File: src/inc/scls_pkg.sv
// package: register map, field positions, timing constants for strap capture block
package scls_pkg;
  // ==========================================================
  // register byte addresses
  localparam logic [11:0] LINK_CAP_ADDR = 12'h074;
  localparam logic [11:0] DEBUG_CTRL_ADDR = 12'h1DC;
  localparam logic [11:0] PORT_CFG_ADDR = 12'h574;
  localparam logic [11:0] STATUS_ADDR = 12'h600;
  localparam logic [11:0] EE_DATA_ADDR = 12'h604;
  localparam logic [11:0] EE_CMD_ADDR = 12'h608;
  // ==========================================================
  // link capability fields
  localparam int LC_SPEED_LSB = 0;
  localparam int LC_ASPM_AUTO_BIT = 4;
  localparam logic [3:0] LC_SPEED_GEN2 = 4'h2;
  // ==========================================================
  // debug control fields
  localparam int DC_LEGACY_BIT = 0;
  localparam int DC_RC_BIT = 1;
  localparam int DC_SSC_N_BIT = 2;
  localparam int DC_FALLBACK_N_BIT = 4;
  localparam int DC_CLKCFG_LSB = 8;
  localparam int DC_LED_SEL_BIT = 22;
  // ==========================================================
  // port configuration fields
  localparam int PC_DOWNSTREAM_BIT = 0;
  localparam int PC_ADV_REGS_BIT = 1;
  localparam int PC_SSC_CENTER_BIT = 2;
  localparam int PC_CLKMODE_LSB = 4;
  // ==========================================================
  // clock configuration patterns (H=1, L=0, msb first)
  localparam logic [3:0] CLKCFG_DUAL = 4'h8;
  localparam logic [3:0] CLKCFG_XTAL_ONLY = 4'h9;
  // ==========================================================
  // clock mode encodings in the port configuration field
  localparam logic [1:0] CLKMODE_DUAL = 2'h1;
  localparam logic [1:0] CLKMODE_XTAL = 2'h2;
  localparam logic [1:0] CLKMODE_TEST = 2'h0;
  // ==========================================================
  // led timing
  localparam int CLK_HZ = 50000000;
  localparam int LED_HALF_MS = 500;
  localparam int LED_HALF_CYCLES = CLK_HZ / 1000 * LED_HALF_MS;
  // ==========================================================
  // ltssm states
  typedef enum logic [1:0] {LT_DETECT, LT_CONFIG, LT_UP} scls_lt_state_t;
endpackage : scls_pkg

File: src/scls_blink.sv
// blink divider: toggles output every half period of cycles
`timescale 1ns/1ps
module scls_blink #(
  parameter int HALF_CYCLES = 25000000
) (
  // clock and reset
  input wire logic clk_sys,
  input wire logic rst,
  // control
  input wire logic run,
  // output
  output logic blink_q
);
  localparam int CW = $clog2(HALF_CYCLES + 1);
  logic [CW-1:0] cnt_q;

  initial begin
    if (HALF_CYCLES < 2) $error("HALF_CYCLES too small");
  end

  // ==========================================================
  // counter and toggle
  always_ff @(posedge clk_sys or posedge rst) begin
    if (rst) begin
      cnt_q <= '0;
      blink_q <= 1'b0;
    end else if (!run) begin
      cnt_q <= '0;
      blink_q <= 1'b0;
    end else if (cnt_q == CW'(HALF_CYCLES - 1)) begin
      cnt_q <= '0;
      blink_q <= ~blink_q;
    end else begin
      cnt_q <= cnt_q + CW'(1);
    end
  end
endmodule // scls_blink

File: src/scls_top.sv
// strap capture, configuration registers, lane led and wake/beacon forwarding
// Operation
// - on fundamental reset release, sample strap inputs and configure from them.
// - while fundamental reset is low, all logic except the bus slave and wake/beacon forwarding holds default state.
// - captured straps recorded in debug control and port configuration; link capability loads fixed values.
// - eeprom loader writes may replace captured values in those registers.
// - legacy strap high selects compatible register set; low selects advanced.
// - root complex strap high: root complex, lane is downstream port.
// - root complex strap low: endpoint adapter, interface is upstream port.
// - center-spread strap low enables center-spread clock tolerance on usb.
// - pattern HLLL: pcie from ref input, buffer ref out, usb from crystal.
// - pattern HLLH: everything from crystal, ref outputs synthesized.
// - fallback strap high: always advertise 5.0 GT/s and autonomous change.
// - fallback low: after config failure next detect exit advertises 2.5 GT/s only.
// - continued failures alternate gen1 and gen2 advertisement per detect exit.
// - lane pin is general io zero unless debug bit 22 selects lane status.
// - led off when disabled, on at 5.0 GT/s, blinks 0.5 s at 2.5 GT/s.
// - in d3cold, as root complex (downstream port), received beacon pulls wake low; the logic does so only while fundamental reset is high.
// - in d3cold, external wake low sends beacon toward root complex.
`timescale 1ns/1ps
module scls_top #(
  parameter int LED_HALF_CYCLES = scls_pkg::LED_HALF_CYCLES
) (
  // clock and reset
  input wire logic clk_sys,
  input wire logic rst,
  input wire logic fundamental_reset_n,
  input wire logic power_on_reset_n,
  // straps
  input wire logic legacy_compat_select,
  input wire logic root_complex_select,
  input wire logic center_spread_support_n,
  input wire logic [3:0] clock_config_select,
  input wire logic rate_fallback_enable_n,
  // avalon-mm slave
  input wire logic [11:0] avs_address,
  input wire logic avs_read,
  input wire logic avs_write,
  input wire logic [31:0] avs_writedata,
  input wire logic [3:0] avs_byteenable,
  output logic [31:0] avs_readdata,
  output logic avs_waitrequest,
  // link state
  input wire logic lane_enabled,
  input wire logic link_gen2,
  input wire logic train_config_fail,
  input wire logic detect_exit,
  input wire logic d3cold,
  input wire logic beacon_rx,
  // gpio controller side
  input wire logic general_io_zero_out,
  input wire logic general_io_zero_oe,
  // lane status pin
  input wire logic lane_pin_in,
  output logic lane_pin_out,
  output logic lane_pin_oe,
  output logic general_io_zero_in,
  // wake pin (open drain)
  input wire logic wake_in,
  output logic wake_out,
  output logic wake_oe,
  output logic beacon_tx,
  // configuration outputs
  output logic downstream_port,
  output logic advanced_regs,
  output logic ssc_center_en,
  output logic ref_out_buffered,
  output logic ref_out_synth,
  output logic pcie_from_xtal,
  output logic adv_gen2,
  output logic adv_auto_change
);
  logic cfg_rst;
  logic perst_q;
  logic cap_pend_q;
  logic [31:0] link_cap_q;
  logic [31:0] dbg_ctrl_q;
  logic [31:0] port_cfg_q;
  logic [31:0] ee_data_q;
  logic ack_q;
  logic fallback_alt_q;
  logic fail_seen_q;
  logic blink;
  logic led_n_d;
  logic [1:0] clkmode;
  scls_pkg::scls_lt_state_t lt_q;

  initial begin
    if (LED_HALF_CYCLES < 2) $error("LED_HALF_CYCLES too small");
  end

  // logic reset covers both the bus reset and the fundamental reset pin
  assign cfg_rst = rst | ~fundamental_reset_n;

  // ==========================================================
  // strap capture one cycle after reset release
  // straps are caught by clock, never loaded under async reset
  always_ff @(posedge clk_sys or posedge cfg_rst) begin
    if (cfg_rst) begin
      cap_pend_q <= 1'b1;
    end else begin
      cap_pend_q <= 1'b0;
    end
  end

  function automatic logic [31:0] merge(input logic [31:0] old, input logic [31:0] wd, input logic [3:0] be);
    logic [31:0] r;
    r = old;
    for (int i = 0; i < 4; i++) begin
      if (be[i]) begin
        r[i*8 +: 8] = wd[i*8 +: 8];
      end
    end
    return r;
  endfunction

  logic wr_lc;
  logic wr_dc;
  logic wr_pc;
  logic wr_ee;
  logic ee_cmd;
  // writes land on the answer edge, the one where waitrequest is seen low
  assign wr_lc = avs_write && ack_q && avs_address == scls_pkg::LINK_CAP_ADDR;
  assign wr_dc = avs_write && ack_q && avs_address == scls_pkg::DEBUG_CTRL_ADDR;
  assign wr_pc = avs_write && ack_q && avs_address == scls_pkg::PORT_CFG_ADDR;
  assign wr_ee = avs_write && ack_q && avs_address == scls_pkg::EE_DATA_ADDR;
  assign ee_cmd = avs_write && ack_q && avs_address == scls_pkg::EE_CMD_ADDR;

  // ==========================================================
  // configuration registers
  always_ff @(posedge clk_sys or posedge cfg_rst) begin
    if (cfg_rst) begin
      link_cap_q <= 32'h0000_0000;
      dbg_ctrl_q <= 32'h0000_0000;
      port_cfg_q <= 32'h0000_0000;
    end else if (cap_pend_q) begin
      link_cap_q <= 32'h0000_0000;
      link_cap_q[scls_pkg::LC_SPEED_LSB +: 4] <= scls_pkg::LC_SPEED_GEN2;
      link_cap_q[scls_pkg::LC_ASPM_AUTO_BIT] <= 1'b1;
      dbg_ctrl_q <= 32'h0000_0000;
      dbg_ctrl_q[scls_pkg::DC_LEGACY_BIT] <= legacy_compat_select;
      dbg_ctrl_q[scls_pkg::DC_RC_BIT] <= root_complex_select;
      dbg_ctrl_q[scls_pkg::DC_SSC_N_BIT] <= center_spread_support_n;
      dbg_ctrl_q[scls_pkg::DC_FALLBACK_N_BIT] <= rate_fallback_enable_n;
      dbg_ctrl_q[scls_pkg::DC_CLKCFG_LSB +: 4] <= clock_config_select;
      port_cfg_q <= 32'h0000_0000;
      port_cfg_q[scls_pkg::PC_DOWNSTREAM_BIT] <= root_complex_select;
      port_cfg_q[scls_pkg::PC_ADV_REGS_BIT] <= ~legacy_compat_select;
      port_cfg_q[scls_pkg::PC_SSC_CENTER_BIT] <= ~center_spread_support_n;
      port_cfg_q[scls_pkg::PC_CLKMODE_LSB +: 2] <=
        (clock_config_select == scls_pkg::CLKCFG_DUAL) ? scls_pkg::CLKMODE_DUAL :
        (clock_config_select == scls_pkg::CLKCFG_XTAL_ONLY) ? scls_pkg::CLKMODE_XTAL :
        scls_pkg::CLKMODE_TEST;
    end else begin
      // loader replaces captured values over the bus
      if (wr_lc) begin
        link_cap_q <= merge(link_cap_q, avs_writedata, avs_byteenable);
      end
      if (wr_dc) begin
        dbg_ctrl_q <= merge(dbg_ctrl_q, avs_writedata, avs_byteenable);
      end
      if (wr_pc) begin
        port_cfg_q <= merge(port_cfg_q, avs_writedata, avs_byteenable);
      end
    end
  end

  // scratch data word used by loader sequencing
  always_ff @(posedge clk_sys or posedge cfg_rst) begin
    if (cfg_rst) begin
      ee_data_q <= 32'h0000_0000;
    end else if (wr_ee) begin
      ee_data_q <= merge(ee_data_q, avs_writedata, avs_byteenable);
    end else if (ee_cmd) begin
      ee_data_q <= 32'h0000_0000;
    end
  end

  // ==========================================================
  // avalon slave: one wait cycle, answer on the second
  always_ff @(posedge clk_sys or posedge rst) begin
    if (rst) begin
      ack_q <= 1'b0;
      avs_waitrequest <= 1'b1;
      avs_readdata <= 32'h0000_0000;
    end else begin
      ack_q <= (avs_read | avs_write) & ~ack_q;
      avs_waitrequest <= ~((avs_read | avs_write) & ~ack_q);
      if (avs_read && !ack_q) begin
        unique case (avs_address)
          scls_pkg::LINK_CAP_ADDR: avs_readdata <= link_cap_q;
          scls_pkg::DEBUG_CTRL_ADDR: avs_readdata <= dbg_ctrl_q;
          scls_pkg::PORT_CFG_ADDR: avs_readdata <= port_cfg_q;
          scls_pkg::STATUS_ADDR: avs_readdata <= {26'h0, fail_seen_q, fallback_alt_q,
                                                  d3cold, link_gen2, lane_enabled, ~cap_pend_q};
          scls_pkg::EE_DATA_ADDR: avs_readdata <= ee_data_q;
          default: avs_readdata <= 32'h0000_0000;
        endcase
      end
    end
  end
  // ==========================================================
  // clock configuration decode
  assign clkmode = port_cfg_q[scls_pkg::PC_CLKMODE_LSB +: 2];
  always_ff @(posedge clk_sys or posedge cfg_rst) begin
    if (cfg_rst) begin
      downstream_port <= 1'b0;
      advanced_regs <= 1'b0;
      ssc_center_en <= 1'b0;
      ref_out_buffered <= 1'b0;
      ref_out_synth <= 1'b0;
      pcie_from_xtal <= 1'b0;
    end else begin
      downstream_port <= port_cfg_q[scls_pkg::PC_DOWNSTREAM_BIT];
      advanced_regs <= port_cfg_q[scls_pkg::PC_ADV_REGS_BIT];
      ssc_center_en <= port_cfg_q[scls_pkg::PC_SSC_CENTER_BIT];
      ref_out_buffered <= clkmode == scls_pkg::CLKMODE_DUAL;
      ref_out_synth <= clkmode == scls_pkg::CLKMODE_XTAL;
      pcie_from_xtal <= clkmode == scls_pkg::CLKMODE_XTAL;
    end
  end

  // ==========================================================
  // rate fallback advertisement
  // the fallback bit is assumed static at runtime, so no resync of the toggle is done
  always_ff @(posedge clk_sys or posedge cfg_rst) begin
    if (cfg_rst) begin
      lt_q <= scls_pkg::LT_DETECT;
      fail_seen_q <= 1'b0;
      fallback_alt_q <= 1'b0;
    end else begin
      unique case (lt_q)
        scls_pkg::LT_DETECT: begin
          if (detect_exit) begin
            lt_q <= scls_pkg::LT_CONFIG;
            if (dbg_ctrl_q[scls_pkg::DC_FALLBACK_N_BIT]) begin
              fallback_alt_q <= 1'b0;
            end else if (fail_seen_q) begin
              fallback_alt_q <= ~fallback_alt_q;
              fail_seen_q <= 1'b0;
            end
          end
        end
        scls_pkg::LT_CONFIG: begin
          if (train_config_fail) begin
            lt_q <= scls_pkg::LT_DETECT;
            fail_seen_q <= 1'b1;
          end else if (lane_enabled) begin
            lt_q <= scls_pkg::LT_UP;
          end
        end
        scls_pkg::LT_UP: begin
          if (!lane_enabled) begin
            lt_q <= scls_pkg::LT_DETECT;
          end
        end
      endcase
    end
  end

  always_ff @(posedge clk_sys or posedge cfg_rst) begin
    if (cfg_rst) begin
      adv_gen2 <= 1'b1;
      adv_auto_change <= 1'b1;
    end else begin
      adv_gen2 <= ~fallback_alt_q;
      adv_auto_change <= ~fallback_alt_q;
    end
  end

  // ==========================================================
  // lane status led
  scls_blink #(
    .HALF_CYCLES(LED_HALF_CYCLES)
  ) u_blink (
    .clk_sys(clk_sys),
    .rst(cfg_rst),
    .run(lane_enabled & ~link_gen2),
    .blink_q(blink)
  );

  // active-low: 0 lights the led
  always_comb begin
    if (!lane_enabled) begin
      led_n_d = 1'b1;
    end else if (link_gen2) begin
      led_n_d = 1'b0;
    end else begin
      led_n_d = blink;
    end
  end

  always_ff @(posedge clk_sys or posedge cfg_rst) begin
    if (cfg_rst) begin
      lane_pin_out <= 1'b0;
      lane_pin_oe <= 1'b0;
      general_io_zero_in <= 1'b0;
    end else if (dbg_ctrl_q[scls_pkg::DC_LED_SEL_BIT]) begin
      lane_pin_out <= led_n_d;
      lane_pin_oe <= 1'b1;
      general_io_zero_in <= 1'b0;
    end else begin
      lane_pin_out <= general_io_zero_out;
      lane_pin_oe <= general_io_zero_oe;
      general_io_zero_in <= lane_pin_in;
    end
  end

  // ==========================================================
  // wake and beacon forwarding; power_on_reset_n keeps this alive in d3cold
  always_ff @(posedge clk_sys or posedge rst) begin
    if (rst) begin
      perst_q <= 1'b0;
      wake_out <= 1'b0;
      wake_oe <= 1'b0;
      beacon_tx <= 1'b0;
    end else begin
      perst_q <= power_on_reset_n;
      wake_out <= 1'b0;
      wake_oe <= perst_q & d3cold & beacon_rx & downstream_port;
      beacon_tx <= perst_q & d3cold & ~wake_in & ~wake_oe & ~downstream_port;
    end
  end
endmodule // scls_top

File: config.mk
export PLATFORM = sky130hd
export DESIGN_NAME = scls_top
export DESIGN_NICKNAME = d
export VERILOG_FILES = /design/src/inc/scls_pkg.sv /design/src/scls_blink.sv /design/src/scls_top.sv
export SDC_FILE = /design/constraint.sdc
export NUM_CORES = 1
export LEC_CHECK = 0
export BUFFER_PORTS_ARGS = -buffer_cell sky130_fd_sc_hd__buf_2
export CORE_ASPECT_RATIO = 0.9
export CORE_MARGIN = 5
export CORE_UTILIZATION = 58
export CTS_CLUSTER_SIZE = 40
export DETAILED_ROUTE_END_ITERATION = 16
export GPL_TIMING_DRIVEN = 0
export PLACE_DENSITY = 0.88
export SLEW_MARGIN = 20
export SYNTH_ARGS = -nofsm -noshare
export SYNTH_HDL_FRONTEND = slang
export SYNTH_SLANG_ARGS = --single-unit
File: constraint.sdc
create_clock -name clk_sys -period 16.37 [get_ports clk_sys]
set_input_delay 3.274 -clock clk_sys [delete_from_list [all_inputs] [get_ports clk_sys]]
set_output_delay 3.274 -clock clk_sys [all_outputs]
set_load 0.02 [all_outputs]
# Word level (Yosys, flattened, before mapping)
# Index checks and enable logic that the tools add are counted.
[totals]
regBits = 205
in_bits = 72
output_inout_bits = 47
word_cells = 156
[classes]
n_addsub = 1
n_eq_ne = 23
n_mux = 35
n_bitwise = 22
n_reduce_logical = 38
[ops]
columns = ["op", "count"]
rows = [
  ["$mux 32", 8],
  ["$pmux 32 s5", 1],
  ["$mux 25", 2],
  ["$eq 12x11->1 const B", 4],
  ["$mux 8", 4],
  ["$reduce_and 2->1", 16],
  ["$add 25x1->25 const B", 1],
  ["$eq 25x25->1 const B", 1],
  ["$reduce_bool 2->1", 10],
  ["$ne 2x2->1 const B", 9],
  ["$eq 12x7->1 const B", 1],
  ["$eq 12x9->1 const B", 1],
  ["$mux 1", 12],
  ["$mux 2", 6],
  ["$not 1->1", 12],
  ["$and 1x1->1", 8],
  ["$eq 4x4->1 const B", 2],
  ["$logic_and 1x1->1", 7],
  ["$pmux 2 s3", 1],
  ["$reduce_and 3->1", 2],
  ["$eq 2x1->1 const B", 2],
  ["$eq 2x2->1 const B", 2],
  ["$reduce_and 4->1", 1],
  ["$ne 3x3->1 const B", 1],
  ["other kinds (4)", 5],
]

# Logic depth before layout (Yosys ltp)
# Gate-level depths: netlist of run 1.
[logic_depth]
depth_word = 4
ltp_mapped = 7
ltp_nobuf = 6

# Cells and area by module
# Synthesis of run 1 repeated with hierarchy kept, for this count alone.
[unflattened]
hier_cells = 914
hier_area_um2 = 9864.5
[by_module_without_submodules]
columns = ["mod", "n_inst", "cells_each", "area_per_inst_um2", "seq_area_each_um2"]
rows = [
  ["scls_top", 1, 774, 8552.0, 4483.0],
  ["scls_blink", 1, 140, 1312.5, 650.6],
]

# Worst setup path before layout of run 1
# No wires, ideal clock.
[synth_timing]
path_kind = "input-to-reg"
from = "input port avs_address[4]"
to = "register ee_data_q[0]"
setup_time_ps = 120
arrival_ps = 5015
t_required_ps = 16250
slack_ps = 11235
stages = 6
n_path_buf = 2
cell_sequence = "or4_1 > clkbuf_1 > or2_1 > or4_1 > clkbuf_1 > a31o_2"
[synth_via]
elab_chain_len = 4
word_cells_on_any_way = 8
classes_between = "3 x eq/ne; 1 x mux; 4 x reduce/logical"
[synth_rtl]
columns = ["element", "line_no", "text"]
rows = [
  ["from (decl)", "scls_top.sv:36", "input wire logic [11:0] avs_address,"],
  ["$eq 12x11->1 (on tied branches)", "scls_top.sv:126, scls_top.sv:127", ""],
  ["$logic_and 1x1->1 (on tied branches)", "scls_top.sv:126, scls_top.sv:127", ""],
  ["$ne 2x2->1 (no source line) or $reduce_bool 2->1 (tied branches)", "-", ""],
  ["$reduce_and 2->1 (no source line)", "-", ""],
  ["to (signal assigned)", "scls_top.sv:173", "ee_data_q <= merge(ee_data_q, avs_writedata, avs_byteenable);"],
  ["to (decl)", "scls_top.sv:79", "logic [31:0] ee_data_q;"],
]
# Several ways; a longest one is shown, not always the timed one.
# A chain may end at the register's enable or synchronous reset.

# Worst setup path after layout of run 1
[layout_timing]
from = "input port avs_address[4]"
to = "register ee_data_q[28]"
# The elaborated chain is that of the path after synthesis.

==> impl_results.md, run 1 <==
* CTS sink cnt at 205
* Core area at 16,300 um2
* Finished Layout Cells at 1,331
* CTS Hold Bufs at 0
* Die Span Y at 133 um
* RSZ-0062 raised after global routing: false
* Post-Synth Adder-Cell Area at 0.515%
* Maximum clock frequency at 0.178 GHz
* Startpoint Class: input port
* Hold Crit Class: flop to flop
* Synth Area in Compound Gates at 19.3%
* Crit path required time at 16.72 ns
* Post-synthesis cell area at 9720 um2
* Largest net degree at the start of global routing at 26
* Post-synth cell types at 58
* Setup bufs post-CTS at 0
* 1st-iter DRT viols at 977
* Max FO, Critical Path at 10
* Top layer in use: met4
* Deepest clock path buffer count at 3
* Critical path class: input port to flop
* CTS tree: yes
* Crit path capture type: flop
* Routability congestion estimate from global placement at 0.909
* CTS Buf Count at 22
* Clock latency at the later pin of the worst-skew pair at 0.51 ns
* Seq/Total Area, Yosys at 52.8%
* EDFF count, synth at 0
* Relative slew slack at 26.3%
* Syn Inst Count at 959
* Die W at 146 um
* Post-synth ARST share at 100%
* Vias after detailed routing at 8,677
* FF+latch count, synth at 205
* Clock Skews at 0.00881 ns
* Power Density at 104 nW/um2
* Fin crit share at 34.3%
* Leakage dissipation at 5.07 nW
* CTS root buffer: clkbuf_16
* Most frequent cells in the layout: dfrtp_1, buf_2, nor2_1
* Via/cell ratio at 6.52
* Cell Rows at 44
* GRT Util Overall at 29.0%
* R2R setup slack at 13.72 ns
* Most common cell after layout, fill and taps aside: dfrtp_1
* Status: complete, no violations
* Worst-Margin Slew at 1.10 ns
* Mean post-synth cell area at 10.1 um2
* Met3 routed WL at 2880 um
* Drt drc at 0
* Number of max-cap violations at 0
* Final Max Slew Viols at 0
* Critical path arrival at 5.96 ns
* First-pass detailed-route iteration total at 6
* IO buf count at 116
* Clk pin slew, worst setup/hold paths at 0.06 ns
* Initial antenna violation count at 0
* Vias in the first global route at 8,808
* Grt total ovfl at 0
* Met2 Routed Length at 13,500 um
* YS warnings at 0
* Finished Core Util at 70.7%
* M1 WL at 11,200 um
* Number of hold violations in the final report at 0
* Final nets at 1,185
* Synth Area in Simple Gates at 15.8%
* Final setup fails at 0
* H-tree depth at 1
* Share of cells above drive strength 1 at 17.6%
* CTS resizes at 0
* Post-synthesis xor/xnor area fraction at 0.901%
* Peak VDD IR at 0.0000835 V
* First-pass GRT wire length at 45,800 um
* Area grow syn2layout at 18.6%
* Largest family of logic cells by synthesized area: compound AO/OA/AOI/OAI gates
* Antenna fix cells at 0
* Die ar. at 19,400 um2
* Minimum clock period after layout at 5.61 ns
* Ports at 119
* Inst Count DP at 1,292
* Routed Antenna Nets at 0
* Top FF cell, synth: dfrtp_1
* Post-DP HPWL at 20,400 um
* Initial Util at 59.6%
* Avg WL per Cell at 21.6 um
* Final WL at 28,700 um
* Mux share of post-synthesis cell area at 6.08%
==> worst paths after layout <==
check                      cells after the start      startpoint               end
max                                            7  avs_address[4]     ee_data_q[28]
min                                            0   port_cfg_q[1]     advanced_regs
max reg2reg                                    5           ack_q     ee_data_q[28]
min reg2reg                                    0   port_cfg_q[1]     advanced_regs
max in group asynchronous                      6             rst   adv_auto_change
min in group asynchronous                      2             rst  avs_readdata[24]
==> registers in the layout, indices dropped and copies added, names as in the netlist, 2 cells and up <==
register / flops
lt_q: 2
dbg_ctrl_q: 32
avs_readdata: 32
port_cfg_q: 32
u_blink.cnt_q: 25
link_cap_q: 32
ee_data_q: 32
==> power by group <==
group	switching (W)	total (W)	leakage, nW	internal, W
Combinational	0.000101	0.000152	2.04	0.0000508
Sequential	0.0000154	0.000547	2.66	0.000531
Clock	0.000201	0.000504	0.377	0.000302
==> cells by family after synthesis <==
| kind of cell | count (synthesis) |
|---|---|
| and+or+nand+nor | 284 |
| DFF | 205 |
| other | 1 |
| adders and majority gates | 4 |
| AOI/OAI and AO/OA | 284 |
| xor gates and xnor gates | 10 |
| muxes | 59 |
| buffers and inverters | 112 |
==> synth_stat cells, types with 7 or more instances <==
library cell,count,area [um2]
or3_1,8,50.1
xor2_1,7,61.3
or4_1,10,75.1
nand4_1,7,43.8
nor2_1,109,409
a22o_1,32,280
dfrtp_1,202,5050
and3_1,15,93.8
a21oi_1,79,395
inv_1,35,131
a31oi_1,9,56.3
nand3_1,38,190
mux2i_1,59,591
o31ai_1,30,225
clkbuf_1,63,236
nand2_1,50,188
nor4_4,8,170
a211oi_1,27,203
o21ai_0,51,255
a22oi_1,31,233
==> critical path: stages <==
cell and delay [ns]:
buf_2 0.13, or4_1 0.53, clkbuf_1 0.26, or2_1 0.30
nor4_2 0.75, clkbuf_1 0.58, o31ai_1 0.13
==> routing by layer <==
metal	global-route usage [%]	up-vias
met2	47.1	546
met3	6.33	109
met1	38.1	4233
met5	0	-
li1	-	3789
met4	11.4	0
==> metrics by stage <==
stage | TNS (ns) | total power, W | setup WS (ns) | hold slack (ns) | cell area (um2)
after floorplan | 0 | 0.000638 | 2.46 | 0.374 | 9720
after global placement | -245.70 | 0.000691 | -1.49 | 0.392 | 10600
after detailed placement | 0 | 0.000705 | 10.39 | 0.402 | 10800
after CTS | 0 | 0.00120 | 10.89 | 0.420 | 11500
after global routing | 0 | 0.00124 | 10.70 | 0.435 | 11500
final | 0 | 0.00120 | 10.76 | 0.423 | 11500
==> area by class of cell <==
cell class	instances	area [um2]
buffer	76	313
clock buffer	31	676
clock inverter	8	68.8
fill	1204	4770
inverter	36	135
multi-input combinational	643	4150
sequential	205	5130
tap	207	259
timing repair buffer	125	791
Note: power is estimated with default switching activity, not from simulation.
==> run 2, diff against run 1 <==
==> constraint.sdc (replaced) <==
create_clock -name clk_sys -period 5.8 [get_ports clk_sys]
set_input_delay 1.16 -clock clk_sys [delete_from_list [all_inputs] [get_ports clk_sys]]
set_output_delay 1.16 -clock clk_sys [all_outputs]
set_load 0.02 [all_outputs]
==> impl_results.md, run 2 (synthesis gave the netlist of run 1 again) <==
* Critical Path, Cell by Cell: buf_2 > or4_1 > clkbuf_1 > or2_1 > nor4_2 > clkbuf_1 > o31ai_1
* Core area at 16,300 um2 (unchanged)
* Largest net degree at the start of global routing at 28 (+7.7%)
* Die W at 146 um (unchanged)
* Crit path buffers/inverters at 3 (unchanged)
* Number of hold violations in the final report at 0 (unchanged)
* First-pass detailed-route iteration total at 7 (+1)
* IO buf count at 116 (unchanged)
* CTS sink cnt at 205 (unchanged)
* CP top delay family: simple AND/OR/NAND/NOR gates
* Final setup fails at 0 (unchanged)
* Critical path arrival at 3.81 ns (-2.15 ns)
* Initial antenna violation count at 1 (+1)
* H-tree depth at 1 (unchanged)
* Final WL at 28,700 um (about the same)
* Worst reg2reg path startpoint: ack_q
* Max FO, Critical Path at 10 (unchanged)
* Setup bufs post-CTS at 0 (unchanged)
* Filler cells at 1,193 (-0.91%)
* Die Span Y at 133 um (unchanged)
* Area after DPL at 10,800 um2 (+0.21%)
* Finished Layout Cells at 1,329 (-0.15%)
* Number of max-cap violations at 0 (unchanged)
* Fin crit share at 59.8%
* Final Max Slew Viols at 0 (unchanged)
* RSZ-0062 raised after global routing: false
* CTS root buffer: clkbuf_16
* Deepest clock path buffer count at 3 (unchanged)
* Crit path capture type: flop
* Cell Rows at 44 (unchanged)
* Most common cell after layout, fill and taps aside: dfrtp_1
* Worst Setup SP: avs_address[4]
* Clock Skews at 0.0119 ns (+0.00309 ns)
* Inst Count DP at 1,292 (unchanged)
* Peak VDD IR at 0.000188 V (+120%)
* Cell mode on critical path: clkbuf_1
* Maximum clock frequency at 0.288 GHz
* Via/cell ratio at 6.58 (+0.91%)
* Post-route setup TNS at 0 ns (unchanged)
* Minimum clock period after layout at 3.47 ns
* Share of cells above drive strength 1 at 17.0% (-0.58 points)
* Worst-Margin Slew at 1.09 ns (-0.0102 ns)
* Crit path required time at 6.15 ns (-10.57 ns)
* 1st-iter DRT viols at 880 (-9.9%)
* Routability congestion estimate from global placement at 0.902 (-0.70%)
* Post-DP HPWL at 20,300 um (-0.35%)
* Most frequent cells in the layout: dfrtp_1, buf_2, nor2_1
* Startpoint Class: input port
* Clk pin slew, worst setup/hold paths at 0.06 ns (about the same)
* CTS Buf Count at 21 (-4.5%)
* Max incr delay on CP at 0.68 ns (-0.07 ns)
* First-pass GRT wire length at 46,700 um (+1.8%)
* Status: complete, no violations
* Avg WL per Cell at 21.6 um (+0.23%)
* Ports at 119 (unchanged)
* Pre-CTS setup slack at 1.94 ns (-8.45 ns)
* Critical path class: input port to flop
* Hold Crit Class: flop to flop
* Vias in the first global route at 8,845 (+0.42%)
* Vias after detailed routing at 8,743 (+0.76%)
* Relative slew slack at 27.0% (+0.68 points)
* Clock latency at the later pin of the worst-skew pair at 0.50 ns (about the same)
* HP Start: port_cfg_q[2]
* Worst setup margin at 2.33 ns (-8.43 ns)
* Area grow syn2layout at 17.9%
* Post-route cell area at 11,500 um2 (-0.63%)
* Leakage dissipation at 5.03 nW (-0.85%)
* Routed Antenna Nets at 0 (unchanged)
* Die ar. at 19,400 um2 (unchanged)
* Initial Util at 59.6% (unchanged)
* Grt total ovfl at 0 (unchanged)
* CTS Hold Bufs at 0 (unchanged)
* Crit-path slowest cell: nor4_2
* Final nets at 1,184 (-0.084%)
* CTS tree: yes
* GRT Util Overall at 29.5% (+0.56 points)
* Drt drc at 0 (unchanged)
* CTS resizes at 0 (unchanged)
* Power Density at 284 nW/um2 (+170%)
run 2: changes by cell type in the layout (fill, tap and decap cells not counted):
cell	change
clkbuf_8	-1
buf_16	+3
diode_2	+1
clkbuf_1	+4
clkinv_2	-2
bufinv_16	-1
clkbuf_16	-2
clkinv_4	-1
buf_12	-3
run 2: metrics by stage:
step | total power, W | util, % | hold WS (ns)
2_1_floorplan | 0.00180 | - | 0.374
3_3_place_gp | 0.00195 | 64.8 | 0.391
3_5_place_dp | 0.00199 | 66.3 | 0.397
4_1_cts | 0.00326 | 70.2 | 0.411
5_1_grt | 0.00338 | 70.3 | 0.436
6_report | 0.00326 | 70.3 | 0.408
run 2: path summary, 6_finish.rpt:
| path | end | slack (ns) | depth (start not counted) |
|---|---|---|---|
| worst min register to register | ssc_center_en | 0.41 | 0 |
| worst min-delay path | ssc_center_en | 0.41 | 0 |
| worst max-delay path | ee_data_q[30] | 2.33 | 7 |
| min in group asynchronous | avs_readdata[29] | 0.69 | 2 |
| max in group asynchronous | ee_data_q[12] | 3.98 | 6 |
| worst max register to register | link_cap_q[1] | 3.12 | 5 |
run 2: worst reg2reg max path: cells and delay by family, from the launching register on:
kind,cells,cell delay [ns]
buffers and inverters,1,0.38
muxes,1,0.29
DFF,1,0.37
and+or+nand+nor,3,1.49
run 2: per-layer routing:
layer	up-vias	routed length, um	track usage, %
met5	-	0	0
met4	0	1190	11.5
met3	107	3110	6.50
met2	584	13300	46.3
met1	4260	11100	40.5
li1	3792	-	-
run 2: area by class of cell:
cell class	count	area [um2]	share of cell area (%)
tap	207	259	2.26
multi-input combinational	643	4150	36.2
sequential	205	5130	44.8
buffer	76	313	2.73
antenna	1	2.50	0.0218
inverter	36	135	1.18
timing repair buffer	125	813	7.10
clock buffer	32	627	5.47
clock inverter	4	20.0	0.175
run 2: report_power, final:
part / internal [W] / total (W) / switching, W
logic: 0.000144 / 0.000425 / 0.000281
registers: 0.00150 / 0.00154 / 0.0000433
clock network: 0.000741 / 0.00129 / 0.000547
